$ cat config.mk
export PLATFORM = sky130hd
export DESIGN_NAME = dram_host
export DESIGN_NICKNAME = d
export VERILOG_FILES = /design/src/dram_host_pkg.sv /design/src/dram_host.sv
export SDC_FILE = /design/constraint.sdc
export NUM_CORES = 1
export LEC_CHECK = 0
export BUFFER_PORTS_ARGS = -buffer_cell sky130_fd_sc_hd__clkbuf_2
export CAP_MARGIN = 20
export CORE_MARGIN = 1
export CORE_UTILIZATION = 62
export CTS_CLUSTER_SIZE = 12
export DETAILED_ROUTE_END_ITERATION = 10
export PLACE_DENSITY = 0.81
export SLEW_MARGIN = 40
export SYNTH_ARGS = -nofsm -noshare
export SYNTH_HDL_FRONTEND = slang
export SYNTH_HIERARCHICAL = 1
export SYNTH_SLANG_ARGS = --single-unit
$ cat constraint.sdc
create_clock -name clk -period 3.2 [get_ports clk]
set_input_delay 0 -clock clk [delete_from_list [all_inputs] [get_ports clk]]
set_output_delay 0 -clock clk [all_outputs]
set_load 0.01 [all_outputs]
$ cat src/dram_host_pkg.sv
// timing constants, helpers and the refresh scheduler of the dram host
`default_nettype none

package dram_host_pkg;

    // ------------------------------------------------------------------
    // clock and helpers
    // ------------------------------------------------------------------
    localparam int CLK_PERIOD_NS = 40;
    localparam int CNT_W = 12;
    localparam int TIMER_W = 20;
    typedef logic [CNT_W-1:0] count_t;

    // least time: round up, never below one cycle
    function automatic int cyc_min(input int ns);
        int c;
        c = (ns + CLK_PERIOD_NS - 1) / CLK_PERIOD_NS;
        return (c < 1) ? 1 : c;
    endfunction

    // longest time: round down, never below one cycle
    function automatic int cyc_max(input int ns);
        int c;
        c = ns / CLK_PERIOD_NS;
        return (c < 1) ? 1 : c;
    endfunction

    function automatic int imax(input int a, input int b);
        return (a > b) ? a : b;
    endfunction

    // level counters hold the elapsed cycles minus one at the current edge, edge-detected ones minus two
    function automatic logic reached(input count_t cnt, input int lead,
                                     input int need);
        return (int'(cnt) + lead) >= need;
    endfunction

    function automatic count_t sat_inc(input count_t c);
        return (c == '1) ? c : c + 1'b1;
    endfunction

    // ------------------------------------------------------------------
    // geometry
    // ------------------------------------------------------------------
    localparam int ADDR_W = 11;
    localparam int WORD_ADDR_W = 22;
    localparam int DATA_W = 4;

    function automatic logic [ADDR_W-1:0] row_of(
        input logic [WORD_ADDR_W-1:0] a);
        return a[WORD_ADDR_W-1:ADDR_W];
    endfunction

    function automatic logic [ADDR_W-1:0] col_of(
        input logic [WORD_ADDR_W-1:0] a);
        return a[ADDR_W-1:0];
    endfunction

    // ------------------------------------------------------------------
    // device times in ns and their cycle counts
    // ------------------------------------------------------------------
    localparam int RANDOM_CYCLE_MIN_NS = 110;
    localparam int RMW_CYCLE_MIN_NS = 155;
    localparam int PAGE_CYCLE_MIN_NS = 40;
    localparam int PAGE_RMW_CYCLE_MIN_NS = 85;
    localparam int ROW_ACCESS_MAX_NS = 60;
    localparam int COLUMN_ACCESS_MAX_NS = 15;
    localparam int COL_ADDRESS_ACCESS_MAX_NS = 30;
    localparam int COL_PRECHARGE_ACCESS_MAX_NS = 35;
    localparam int OUTPUT_ENABLE_ACCESS_MAX_NS = 15;
    localparam int STROBE_RELEASE_MAX_NS = 15;
    localparam int ENABLE_RELEASE_MAX_NS = 15;
    localparam int PAGE_ROW_ACTIVE_WIDTH_NS = 100000;
    localparam int ROW_PULSE_MIN_NS = 60;
    localparam int ROW_PRECHARGE_MIN_NS = 40;
    localparam int COL_PULSE_MIN_NS = 15;
    localparam int COL_PRECHARGE_MIN_NS = 10;
    localparam int COL_TO_ROW_PRECHARGE_MIN_NS = 5;
    localparam int ROW_HOLD_AFTER_COL_PRECHARGE_NS = 35;
    localparam int ROW_HOLD_AFTER_ENABLE_NS = 15;
    localparam int WRITE_TO_COL_LEAD_NS = 15;
    localparam int REFRESH_INTERVAL_MS = 32;
    localparam int REFRESH_ROWS = 2048;
    localparam int POWERUP_WAIT_US = 200;
    localparam int INIT_REFRESHES = 8;

    localparam int RANDOM_CYCLE_CYC = cyc_min(RANDOM_CYCLE_MIN_NS);
    localparam int RMW_CYCLE_CYC = cyc_min(RMW_CYCLE_MIN_NS);
    localparam int PAGE_CYCLE_CYC = cyc_min(PAGE_CYCLE_MIN_NS);
    localparam int PAGE_RMW_CYCLE_CYC = cyc_min(PAGE_RMW_CYCLE_MIN_NS);
    // latest of all access paths, measured from the column strobe fall
    localparam int ACCESS_WAIT_CYC = imax(
        imax(cyc_min(COLUMN_ACCESS_MAX_NS),
             cyc_min(OUTPUT_ENABLE_ACCESS_MAX_NS)),
        imax(cyc_min(COL_ADDRESS_ACCESS_MAX_NS) - 1,
             imax(cyc_min(ROW_ACCESS_MAX_NS) - 2,
                  cyc_min(COL_PRECHARGE_ACCESS_MAX_NS) - 1)));
    localparam int RELEASE_CYC = imax(cyc_min(STROBE_RELEASE_MAX_NS),
                                      cyc_min(ENABLE_RELEASE_MAX_NS));
    localparam int PAGE_ROW_ACTIVE_CYC = cyc_max(PAGE_ROW_ACTIVE_WIDTH_NS);
    localparam int PAGE_GUARD_CYC = 16;
    localparam int ROW_PULSE_CYC = cyc_min(ROW_PULSE_MIN_NS);
    localparam int ROW_PRECHARGE_CYC = cyc_min(ROW_PRECHARGE_MIN_NS);
    localparam int COL_PULSE_CYC = cyc_min(COL_PULSE_MIN_NS);
    localparam int COL_PRECHARGE_CYC = cyc_min(COL_PRECHARGE_MIN_NS);
    localparam int COL_TO_ROW_CYC = cyc_min(COL_TO_ROW_PRECHARGE_MIN_NS);
    localparam int ROW_HOLD_CP_CYC = cyc_min(ROW_HOLD_AFTER_COL_PRECHARGE_NS);
    localparam int ROW_HOLD_OE_CYC = cyc_min(ROW_HOLD_AFTER_ENABLE_NS);
    localparam int WRITE_LEAD_CYC = cyc_min(WRITE_TO_COL_LEAD_NS);
    localparam int REFRESH_INTERVAL_CYC =
        cyc_max(REFRESH_INTERVAL_MS * 1000000);
    localparam int POWERUP_WAIT_CYC = cyc_min(POWERUP_WAIT_US * 1000);

endpackage : dram_host_pkg

// ----------------------------------------------------------------------
// refresh scheduler: power-up wait, init refreshes, periodic demand
// ----------------------------------------------------------------------
module refresh_scheduler #(
    parameter int POWERUP_CYCLES = dram_host_pkg::POWERUP_WAIT_CYC,
    parameter int ROW_INTERVAL_CYCLES = 390
) (
    input wire logic clk,
    input wire logic reset,
    input wire logic refresh_done,
    output logic refresh_due,
    output logic init_done
);
    localparam int TW = dram_host_pkg::TIMER_W;
    logic [TW-1:0] wait_cnt;
    logic [TW-1:0] tick_cnt;
    logic powered;
    logic [3:0] init_left;
    logic [3:0] owed;
    logic tick;

    // power-up wait, then the init refresh burst
    always_ff @(posedge clk) begin
        if (reset) begin
            wait_cnt <= '0;
            powered <= 1'b0;
            init_left <= 4'(dram_host_pkg::INIT_REFRESHES);
            init_done <= 1'b0;
        end else begin
            if (!powered) begin
                wait_cnt <= wait_cnt + 1'b1;
                powered <= (wait_cnt == TW'(POWERUP_CYCLES - 1));
            end
            if (refresh_done && init_left != 4'h0) begin
                init_left <= init_left - 1'b1;
            end
            init_done <= powered && (init_left == 4'h0);
        end
    end

    // one row owed every interval slice; a tick beside a done is kept
    assign tick = init_done && (tick_cnt == TW'(ROW_INTERVAL_CYCLES - 1));
    always_ff @(posedge clk) begin
        if (reset) begin
            tick_cnt <= '0;
            owed <= 4'h0;
        end else begin
            tick_cnt <= (tick || !init_done) ? '0 : tick_cnt + 1'b1;
            if (tick && !(refresh_done && init_done)) begin
                owed <= (owed == 4'hF) ? owed : owed + 1'b1;
            end else if (!tick && refresh_done && init_done &&
                         owed != 4'h0) begin
                owed <= owed - 1'b1;
            end
        end
    end

    // combinational so a finished refresh is never counted twice
    assign refresh_due = (powered && init_left != 4'h0) ||
                         (owed != 4'h0);

endmodule : refresh_scheduler

`default_nettype wire

$ cat src/dram_host.sv
// host controller for the 4M x 4 fast page dynamic memory
`default_nettype none
// What this block does
// - owe one refresh per 32 ms / 2048 slice and always pay it
// - refresh by column-before-row or by row-only with our counter
// - at least 110 ns between row strobe falls of random cycles
// - at least 155 ns row cycle when read-modify-write was done
// - page column strobe falls spaced 40 ns, 85 ns with modify
// - row strobe low between 60 ns and 100,000 ns in page mode
// - column strobe high at least 10 ns between page accesses
// - column strobe high at least 5 ns before a row strobe fall, except in column-before-row refresh
// - row strobe held 35 ns after the last column precharge starts
// - row strobe held 15 ns after output enable goes low
// - wait 200 us after power-up, then eight refreshes, then serve
// - write enable low before column strobe gives an early write

module dram_host #(
    parameter int POWERUP_CYCLES = dram_host_pkg::POWERUP_WAIT_CYC,
    parameter int REFRESH_INTERVAL_CYCLES =
        dram_host_pkg::REFRESH_INTERVAL_CYC
) (
    input wire logic clk,
    input wire logic reset,
    input wire logic req_valid,
    input wire logic req_write,
    input wire logic req_rmw,
    input wire logic [dram_host_pkg::WORD_ADDR_W-1:0] req_addr,
    input wire logic [dram_host_pkg::DATA_W-1:0] req_wdata,
    input wire logic refresh_row_only,
    output logic req_taken,
    output logic rsp_valid,
    output logic [dram_host_pkg::DATA_W-1:0] rsp_rdata,
    output logic init_done,
    output logic ras_n,
    output logic cas_n,
    output logic we_n,
    output logic oe_n,
    output logic [dram_host_pkg::ADDR_W-1:0] mux_address,
    output logic [dram_host_pkg::DATA_W-1:0] data_pins_out,
    output logic data_pins_oe,
    input wire logic [dram_host_pkg::DATA_W-1:0] data_pins_in
);

    // ------------------------------------------------------------------
    // state and storage
    // ------------------------------------------------------------------
    typedef enum logic [8:0] {
        S_IDLE      = 9'h001,
        S_ROW       = 9'h002,
        S_COL       = 9'h004,
        S_STROBE    = 9'h008,
        S_ACCESS    = 9'h010,
        S_RMW_DRIVE = 9'h020,
        S_RMW_WRITE = 9'h040,
        S_DECIDE    = 9'h080,
        S_REF_HOLD  = 9'h100
    } state_e;

    state_e state;
    logic ref_issue;
    logic cur_write;
    logic cur_rmw;
    logic last_rmw;
    logic ref_by_row;
    logic [dram_host_pkg::ADDR_W-1:0] cur_row;
    logic [dram_host_pkg::ADDR_W-1:0] cur_col;
    logic [dram_host_pkg::DATA_W-1:0] cur_wdata;
    logic [dram_host_pkg::ADDR_W-1:0] ref_row;
    dram_host_pkg::count_t dwell;
    dram_host_pkg::count_t ras_low;
    dram_host_pkg::count_t ras_high;
    dram_host_pkg::count_t cas_high;
    dram_host_pkg::count_t row_since;
    dram_host_pkg::count_t cas_since;
    logic ras_n_q;
    logic cas_n_q;
    logic refresh_due;
    logic refresh_done;
    logic plain_write;
    logic access_done;
    logic start_ok;
    logic page_ok;
    logic close_ok;
    logic same_row;

    // ------------------------------------------------------------------
    // refresh scheduling
    // ------------------------------------------------------------------
    refresh_scheduler #(
        .POWERUP_CYCLES(POWERUP_CYCLES),
        .ROW_INTERVAL_CYCLES(REFRESH_INTERVAL_CYCLES /
                             dram_host_pkg::REFRESH_ROWS)
    ) u_refresh (
        .clk(clk),
        .reset(reset),
        .refresh_done(refresh_done),
        .refresh_due(refresh_due),
        .init_done(init_done)
    );

    // ------------------------------------------------------------------
    // strobe history counters
    // ------------------------------------------------------------------
    // ras_low, ras_high and cas_high read elapsed-minus-one, row_since and cas_since elapsed-minus-two, at the edge that checks them
    always_ff @(posedge clk) begin
        if (reset) begin
            ras_n_q <= 1'b1;
            cas_n_q <= 1'b1;
            ras_low <= '0;
            ras_high <= '1;
            cas_high <= '1;
            row_since <= '1;
            cas_since <= '1;
        end else begin
            ras_n_q <= ras_n;
            cas_n_q <= cas_n;
            ras_low <= ras_n ? '0 : dram_host_pkg::sat_inc(ras_low);
            ras_high <= ras_n ? dram_host_pkg::sat_inc(ras_high) : '0;
            cas_high <= cas_n ? dram_host_pkg::sat_inc(cas_high) : '0;
            row_since <= (!ras_n && ras_n_q) ? '0 :
                         dram_host_pkg::sat_inc(row_since);
            cas_since <= (!cas_n && cas_n_q) ? '0 :
                         dram_host_pkg::sat_inc(cas_since);
        end
    end

    // ------------------------------------------------------------------
    // admission and close conditions
    // ------------------------------------------------------------------
    assign plain_write = cur_write && !cur_rmw;
    assign same_row = dram_host_pkg::row_of(req_addr) == cur_row;

    // the access ends once data is surely valid (or a write has landed)
    assign access_done = (state == S_ACCESS) && dram_host_pkg::reached(
        dwell, 1, plain_write ? dram_host_pkg::COL_PULSE_CYC :
                  dram_host_pkg::ACCESS_WAIT_CYC);

    // a new row strobe falls two edges after leaving idle
    assign ref_issue = refresh_due && !refresh_done;
    assign start_ok =
        dram_host_pkg::reached(row_since, 2, last_rmw ?
            dram_host_pkg::RMW_CYCLE_CYC :
            dram_host_pkg::RANDOM_CYCLE_CYC) &&
        dram_host_pkg::reached(ras_high, 2,
            dram_host_pkg::ROW_PRECHARGE_CYC) &&
        (ref_issue && !refresh_row_only ? 1'b1 :
         dram_host_pkg::reached(cas_high, 2,
            dram_host_pkg::COL_TO_ROW_CYC));

    // next column strobe would fall three edges later
    assign page_ok = req_valid && !ref_issue && same_row &&
        dram_host_pkg::reached(cas_since, 3, (cur_rmw || req_rmw) ?
            dram_host_pkg::PAGE_RMW_CYCLE_CYC :
            dram_host_pkg::PAGE_CYCLE_CYC) &&
        dram_host_pkg::reached(cas_high, 3,
            dram_host_pkg::COL_PRECHARGE_CYC) &&
        (int'(ras_low) + dram_host_pkg::PAGE_GUARD_CYC <
         dram_host_pkg::PAGE_ROW_ACTIVE_CYC);

    assign close_ok =
        dram_host_pkg::reached(ras_low, 1,
            dram_host_pkg::ROW_PULSE_CYC) &&
        dram_host_pkg::reached(cas_high, 1,
            dram_host_pkg::ROW_HOLD_CP_CYC) &&
        dram_host_pkg::reached(cas_since, 1,
            dram_host_pkg::ROW_HOLD_OE_CYC);

    // ------------------------------------------------------------------
    // sequencer driving the memory pins
    // ------------------------------------------------------------------
    // pins are flops so the device sees clean, glitch-free strobes
    always_ff @(posedge clk) begin
        if (reset) begin
            state <= S_IDLE;
            ras_n <= 1'b1;
            cas_n <= 1'b1;
            we_n <= 1'b1;
            oe_n <= 1'b1;
            mux_address <= '0;
            data_pins_out <= '0;
            data_pins_oe <= 1'b0;
            req_taken <= 1'b0;
            refresh_done <= 1'b0;
            cur_write <= 1'b0;
            cur_rmw <= 1'b0;
            last_rmw <= 1'b0;
            ref_by_row <= 1'b0;
            cur_row <= '0;
            cur_col <= '0;
            cur_wdata <= '0;
            ref_row <= '0;
            dwell <= '0;
        end else begin
            req_taken <= 1'b0;
            refresh_done <= 1'b0;
            dwell <= dram_host_pkg::sat_inc(dwell);
            unique case (state)
                S_IDLE: begin
                    if (start_ok && ref_issue) begin
                        ref_by_row <= refresh_row_only;
                        last_rmw <= 1'b0;
                        if (refresh_row_only) begin
                            mux_address <= ref_row;
                        end else begin
                            cas_n <= 1'b0;
                        end
                        state <= S_ROW;
                    end else if (start_ok && req_valid && init_done) begin
                        req_taken <= 1'b1;
                        cur_write <= req_write || req_rmw;
                        cur_rmw <= req_rmw;
                        last_rmw <= req_rmw;
                        cur_row <= dram_host_pkg::row_of(req_addr);
                        cur_col <= dram_host_pkg::col_of(req_addr);
                        cur_wdata <= req_wdata;
                        ref_by_row <= 1'b0;
                        mux_address <=
                            dram_host_pkg::row_of(req_addr);
                        state <= S_ROW;
                    end
                end
                S_ROW: begin
                    ras_n <= 1'b0;
                    dwell <= '0;
                    // refresh rows: column strobe already low, or row-only
                    state <= (!cas_n || ref_by_row) ? S_REF_HOLD : S_COL;
                end
                S_COL: begin
                    mux_address <= cur_col;
                    if (plain_write) begin
                        we_n <= 1'b0;
                        data_pins_out <= cur_wdata;
                        data_pins_oe <= 1'b1;
                    end
                    state <= S_STROBE;
                end
                S_STROBE: begin
                    cas_n <= 1'b0;
                    oe_n <= plain_write;
                    dwell <= '0;
                    state <= S_ACCESS;
                end
                S_ACCESS: begin
                    if (access_done) begin
                        oe_n <= 1'b1;
                        dwell <= '0;
                        if (cur_rmw) begin
                            state <= S_RMW_DRIVE;
                        end else begin
                            cas_n <= 1'b1;
                            we_n <= 1'b1;
                            data_pins_oe <= 1'b0;
                            state <= S_DECIDE;
                        end
                    end
                end
                S_RMW_DRIVE: begin
                    if (dram_host_pkg::reached(dwell, 1,
                            dram_host_pkg::RELEASE_CYC)) begin
                        data_pins_out <= cur_wdata;
                        data_pins_oe <= 1'b1;
                        we_n <= 1'b0;
                        dwell <= '0;
                        state <= S_RMW_WRITE;
                    end
                end
                S_RMW_WRITE: begin
                    if (dram_host_pkg::reached(dwell, 1,
                            dram_host_pkg::WRITE_LEAD_CYC)) begin
                        cas_n <= 1'b1;
                        we_n <= 1'b1;
                        data_pins_oe <= 1'b0;
                        state <= S_DECIDE;
                    end
                end
                S_DECIDE: begin
                    if (page_ok) begin
                        req_taken <= 1'b1;
                        cur_write <= req_write || req_rmw;
                        cur_rmw <= req_rmw;
                        last_rmw <= last_rmw || req_rmw;
                        cur_col <= dram_host_pkg::col_of(req_addr);
                        cur_wdata <= req_wdata;
                        state <= S_COL;
                    end else if (close_ok) begin
                        ras_n <= 1'b1;
                        state <= S_IDLE;
                    end
                end
                S_REF_HOLD: begin
                    cas_n <= 1'b1;
                    if (dram_host_pkg::reached(ras_low, 1,
                            dram_host_pkg::ROW_PULSE_CYC)) begin
                        ras_n <= 1'b1;
                        refresh_done <= 1'b1;
                        if (ref_by_row) begin
                            ref_row <= ref_row + 1'b1;
                        end
                        state <= S_IDLE;
                    end
                end
            endcase
        end
    end

    // ------------------------------------------------------------------
    // read response
    // ------------------------------------------------------------------
    // data pins are only sampled, never driven, while output enable is low
    always_ff @(posedge clk) begin
        if (reset) begin
            rsp_valid <= 1'b0;
            rsp_rdata <= '0;
        end else begin
            rsp_valid <= access_done && !plain_write;
            if (access_done && !plain_write) begin
                rsp_rdata <= data_pins_in;
            end
        end
    end

endmodule : dram_host

`default_nettype wire

==> summary by stage <==
Run status
The run finished with clean final reports.

Setup path
The worst path arrival time is 3.45 ns. The number of buffers and inverters on the critical path is 2. The startpoint identified for the worst register-to-register timing path is u_refresh/init_left[0]$_SDFFE_PP0P_.

The type of origin of the critical path is a flip-flop. The type of element capturing the critical path is a flip-flop. Walking the worst path, the cells encountered are inv_1 > ha_1 > or3b_2 > a21o_1 > nand2b_1 > o2111ai_1 > a211oi_1 > nand4_1 > nand3_2 > or4_1 > buf_4 > mux2i_1 > nor2_1. The cell family contributing the most delay on the critical path is simple AND/OR/NAND/NOR gates. The slowest cell on the critical path is or3b_2. The flop-to-flop setup slack is about 0.12 ns.

Data on the critical path is required at its endpoint by around 3.6 ns. The startpoint-to-endpoint class of the critical path is reg2reg. The beginning of the critical path is u_refresh/init_left[0]$_SDFFE_PP0P_. The top fanout value on the critical path is 12. For this run, the slowest stage of the critical path takes 0.47 ns.

GRT
The total overflow left after global routing is 0. The first global-routing pass estimated 45260 um of wire. The maximum number of pins on one net before global-route repair is between 70 and 80.

The layer flagged by global routing as most heavily used is met2. Global routing used just under 30% of the available tracks across all layers. The routing usage on met3 is approximately 4.5%. The met2 usage is 51.83%. The via count of the first global-routing pass is between 9000 and 10000.

For met1 alone, demand over resource in global routing was around 37%. The number of antenna violations at the first check in global routing is 0.

Logic synthesis
The warning count from the yosys run is 6. The register bit count reported by yosys is between 200 and 250. The post-synthesis instance total is about 1300. The cell area after technology mapping is ~11000 um2. The proportion of synthesized flip-flops having asynchronous set or reset is 0%.

The most used flip-flop cell after synthesis is dfxtp_1. The portion of the post-synthesis area used by sequential elements is 35.76%. The mean cell area of the mapped netlist is between 8 and 9 um2. Counting every net in the synthesized netlist gives ~1400. Yosys mapped a number of flops with a built-in enable equal to 0.

The count of distinct cell types in the synthesized netlist is 88.

Clock network
The number of levels in the clock H-tree is 1. The longest clock path from root to sink contains 3 buffers. Buffers inserted during clock tree synthesis total 22. CTS saw 201 sinks. The later pin in the worst-skew pair is clocked with a latency of 0.52 ns.

TritonCTS built the clock tree. The clock edge transition at the registers on the reported setup and hold paths is 0.06 ns. Clock tree synthesis selected as its root buffer the cell clkbuf_16.

Power
The total leakage power is 5.166 nW. The cell area power density is 703.4 nW/um2. The worst-case IR drop observed on VDD is about 560 uV.

Finish
Of the cells placed in the final design, the portion with a size suffix greater than 1 is between 10% and 20%. 0 antenna diodes ended up in the layout. Measured on the finished design, the core utilization comes to a little under three quarters. Excluding fillers, the count of instances in the completed layout stands at around 1600. The library cells used most frequently in the layout, excluding fill and tap cells, are dfxtp_1 (200), nor2_1 (162), nand2_1 (77), o21ai_0 (65), xnor2_1 (62). The area growth from synthesis to layout is 12.06%.

Leaving out fill and tap cells, the most frequent cell in the layout is dfxtp_1. The number of nets at the end of the flow is between 1000 and 1500.

Route
The first TritonRoute pass finished after 5 iterations. The via count normalized by instance count is between 6 and 7. The detail route stage leaves a number of antenna-violating nets equal to 0. The routed design has approximately 28000 um of wire. Across all layers, the routed design uses a little over 10000 vias.

The number of DRC violations after detailed-routing iteration 0 is 740. The routed length per placed instance is roughly 17 um. The post-detailed-route DRC marker count is 0.

STA
The final-report max-slew violation count was 0. Setup violations remaining at the end of the flow were counted as 0. The max-slew headroom at the worst pin is ~47%. Subtracting the final worst setup slack from the clock period gives between 3 and 4 ns. The number of failing hold endpoints at the final stage is 0. Hold timing on the final database bottoms out at a slack of between 0.02 and 0.025 ns.

The share of the clock period used by the worst path after layout is a little over nine tenths. The post-route clock skew is roughly 0.025 ns. The transition time at the pin with the least slew margin is approximately 0.78 ns. The top achievable clock speed is ~320 MHz.

Die
The die covers about 19000 um2. The initial standard-cell utilization of the core is 64.16%. Pin placement for this block handled 63 I/O pins. The initialized floorplan defines 48 standard-cell rows. The core region is 17540 um2. The floorplan step set the die height to roughly 140 um. The chip width is approximately 140 um.

Placement
The cell count after placement is approximately 1600. The number of port buffers is between 60 and 70. At the end of routability-driven placement, the weighted congestion stood at 0.9134. Summed over all nets, the half-perimeter wirelength after detailed placement is approximately 17000 um.

Hold path
The worst min-delay path category is in2reg. The startpoint identified for the worst hold timing path is reset.

Flow run
The number of maximum-capacitance violations is 0.
==> worst paths after layout <==
| kind | cells after the start | end |
|---|---|---|
| setup / recovery | 13 | cur_row[4]$_SDFFE_PP0P_ |
| hold / removal | 2 | u_refresh/wait_cnt[6]$_SDFFE_PP0N_ |
| setup reg to reg | 13 | cur_row[4]$_SDFFE_PP0P_ |
| hold reg to reg | 1 | mux_address[7]$_SDFFE_PP0P_ |
==> cells by family after synthesis <==
family          Yosys count  synth area share, %
xor+xnor                121                9.418
mux                      60                5.393
flops                   201                35.76
compound gates          260                15.21
fa+ha+maj                30                3.403
simple gates            546                25.60
buf+inv                 127                5.215
==> state kept, by name (all words and copies together) (netlist names), 4 cells and up <==
| name | flops |
|---|---|
| cas_high | 12 |
| cas_since | 12 |
| cur_col | 11 |
| cur_row | 11 |
| cur_wdata | 4 |
| data_pins_out | 4 |
| dwell | 12 |
| mux_address | 11 |
| ras_high | 12 |
| ras_low | 12 |
| ref_row | 11 |
| row_since | 12 |
| rsp_rdata | 4 |
| state | 9 |
| u_refresh/init_left | 4 |
| u_refresh/owed | 4 |
| u_refresh/tick_cnt | 20 |
| u_refresh/wait_cnt | 20 |
==> cell usage after synthesis, drive strengths merged (39+ instances only) <==
library cell | number | area, um2
dfxtp | 201 | 4024
nand2 | 77 | 289.0
xor2 | 59 | 516.8
o21ai | 70 | 350.3
nand4 | 39 | 259.0
nand3 | 61 | 315.3
mux2i | 58 | 580.6
nor2 | 163 | 619.3
nor3 | 48 | 267.8
buf | 50 | 296.5
a21oi | 57 | 292.8
clkbuf | 42 | 158.9
xnor2 | 62 | 543.0
==> through the flow <==
stage	setup TNS (ns)	area [um2]	setup slack [ns]	power, mW
floorplan	0	11250	0.2965	5.827
global placement	0	11550	0.2938	6.268
detailed placement	0	11550	0.1710	6.346
CTS	0	12580	0.1195	8.836
global route	-0.02561	12610	-0.02561	9.456
finish	0	12610	0.1214	8.869
==> metal layers <==
layer / share of wire (%) / wire length (um)
met1: 42 / 11770
met2: 49 / 13520
met3: 5.9 / 1632
met4: 3.0 / 831
met5: 0 / 0
==> what timing repair did <==
item	4_1_cts	5_1_grt
hold endpoints to repair	44	0
gates resized for setup	0	6
hold buffers	34	0
setup buffers	0	1
setup endpoints to repair	0	29
==> worst register-to-register path, stage by stage, from the launching register on <==
cell and delay [ns]:
dfxtp_1 0.33, inv_1 0.06, ha_1 0.15, or3b_2 0.47, a21o_1 0.21, nand2b_1 0.16, o2111ai_1 0.13, a211oi_1 0.24
nand4_1 0.23, nand3_2 0.19, or4_1 0.13, buf_4 0.25, mux2i_1 0.30, nor2_1 0.09
==> where the power goes <==
group	switching (mW)	total, mW	leakage (nW)	internal [mW]
combinational	1.75	3.14	3.19	1.39
sequential	0.501	3.29	1.63	2.79
clock	1.01	2.44	0.340	1.44
==> layout make-up <==
type,count,area (um2)
fillers,1344,4927
repair buffers,115,812.0
flip-flops and latches,201,4025
clock inverters,5,61.31
multi-input cells,1017,6670
inverters,35,131.4
well taps,225,281.5
clock buffers,32,628.1
(Power assumes the default switching activity.)
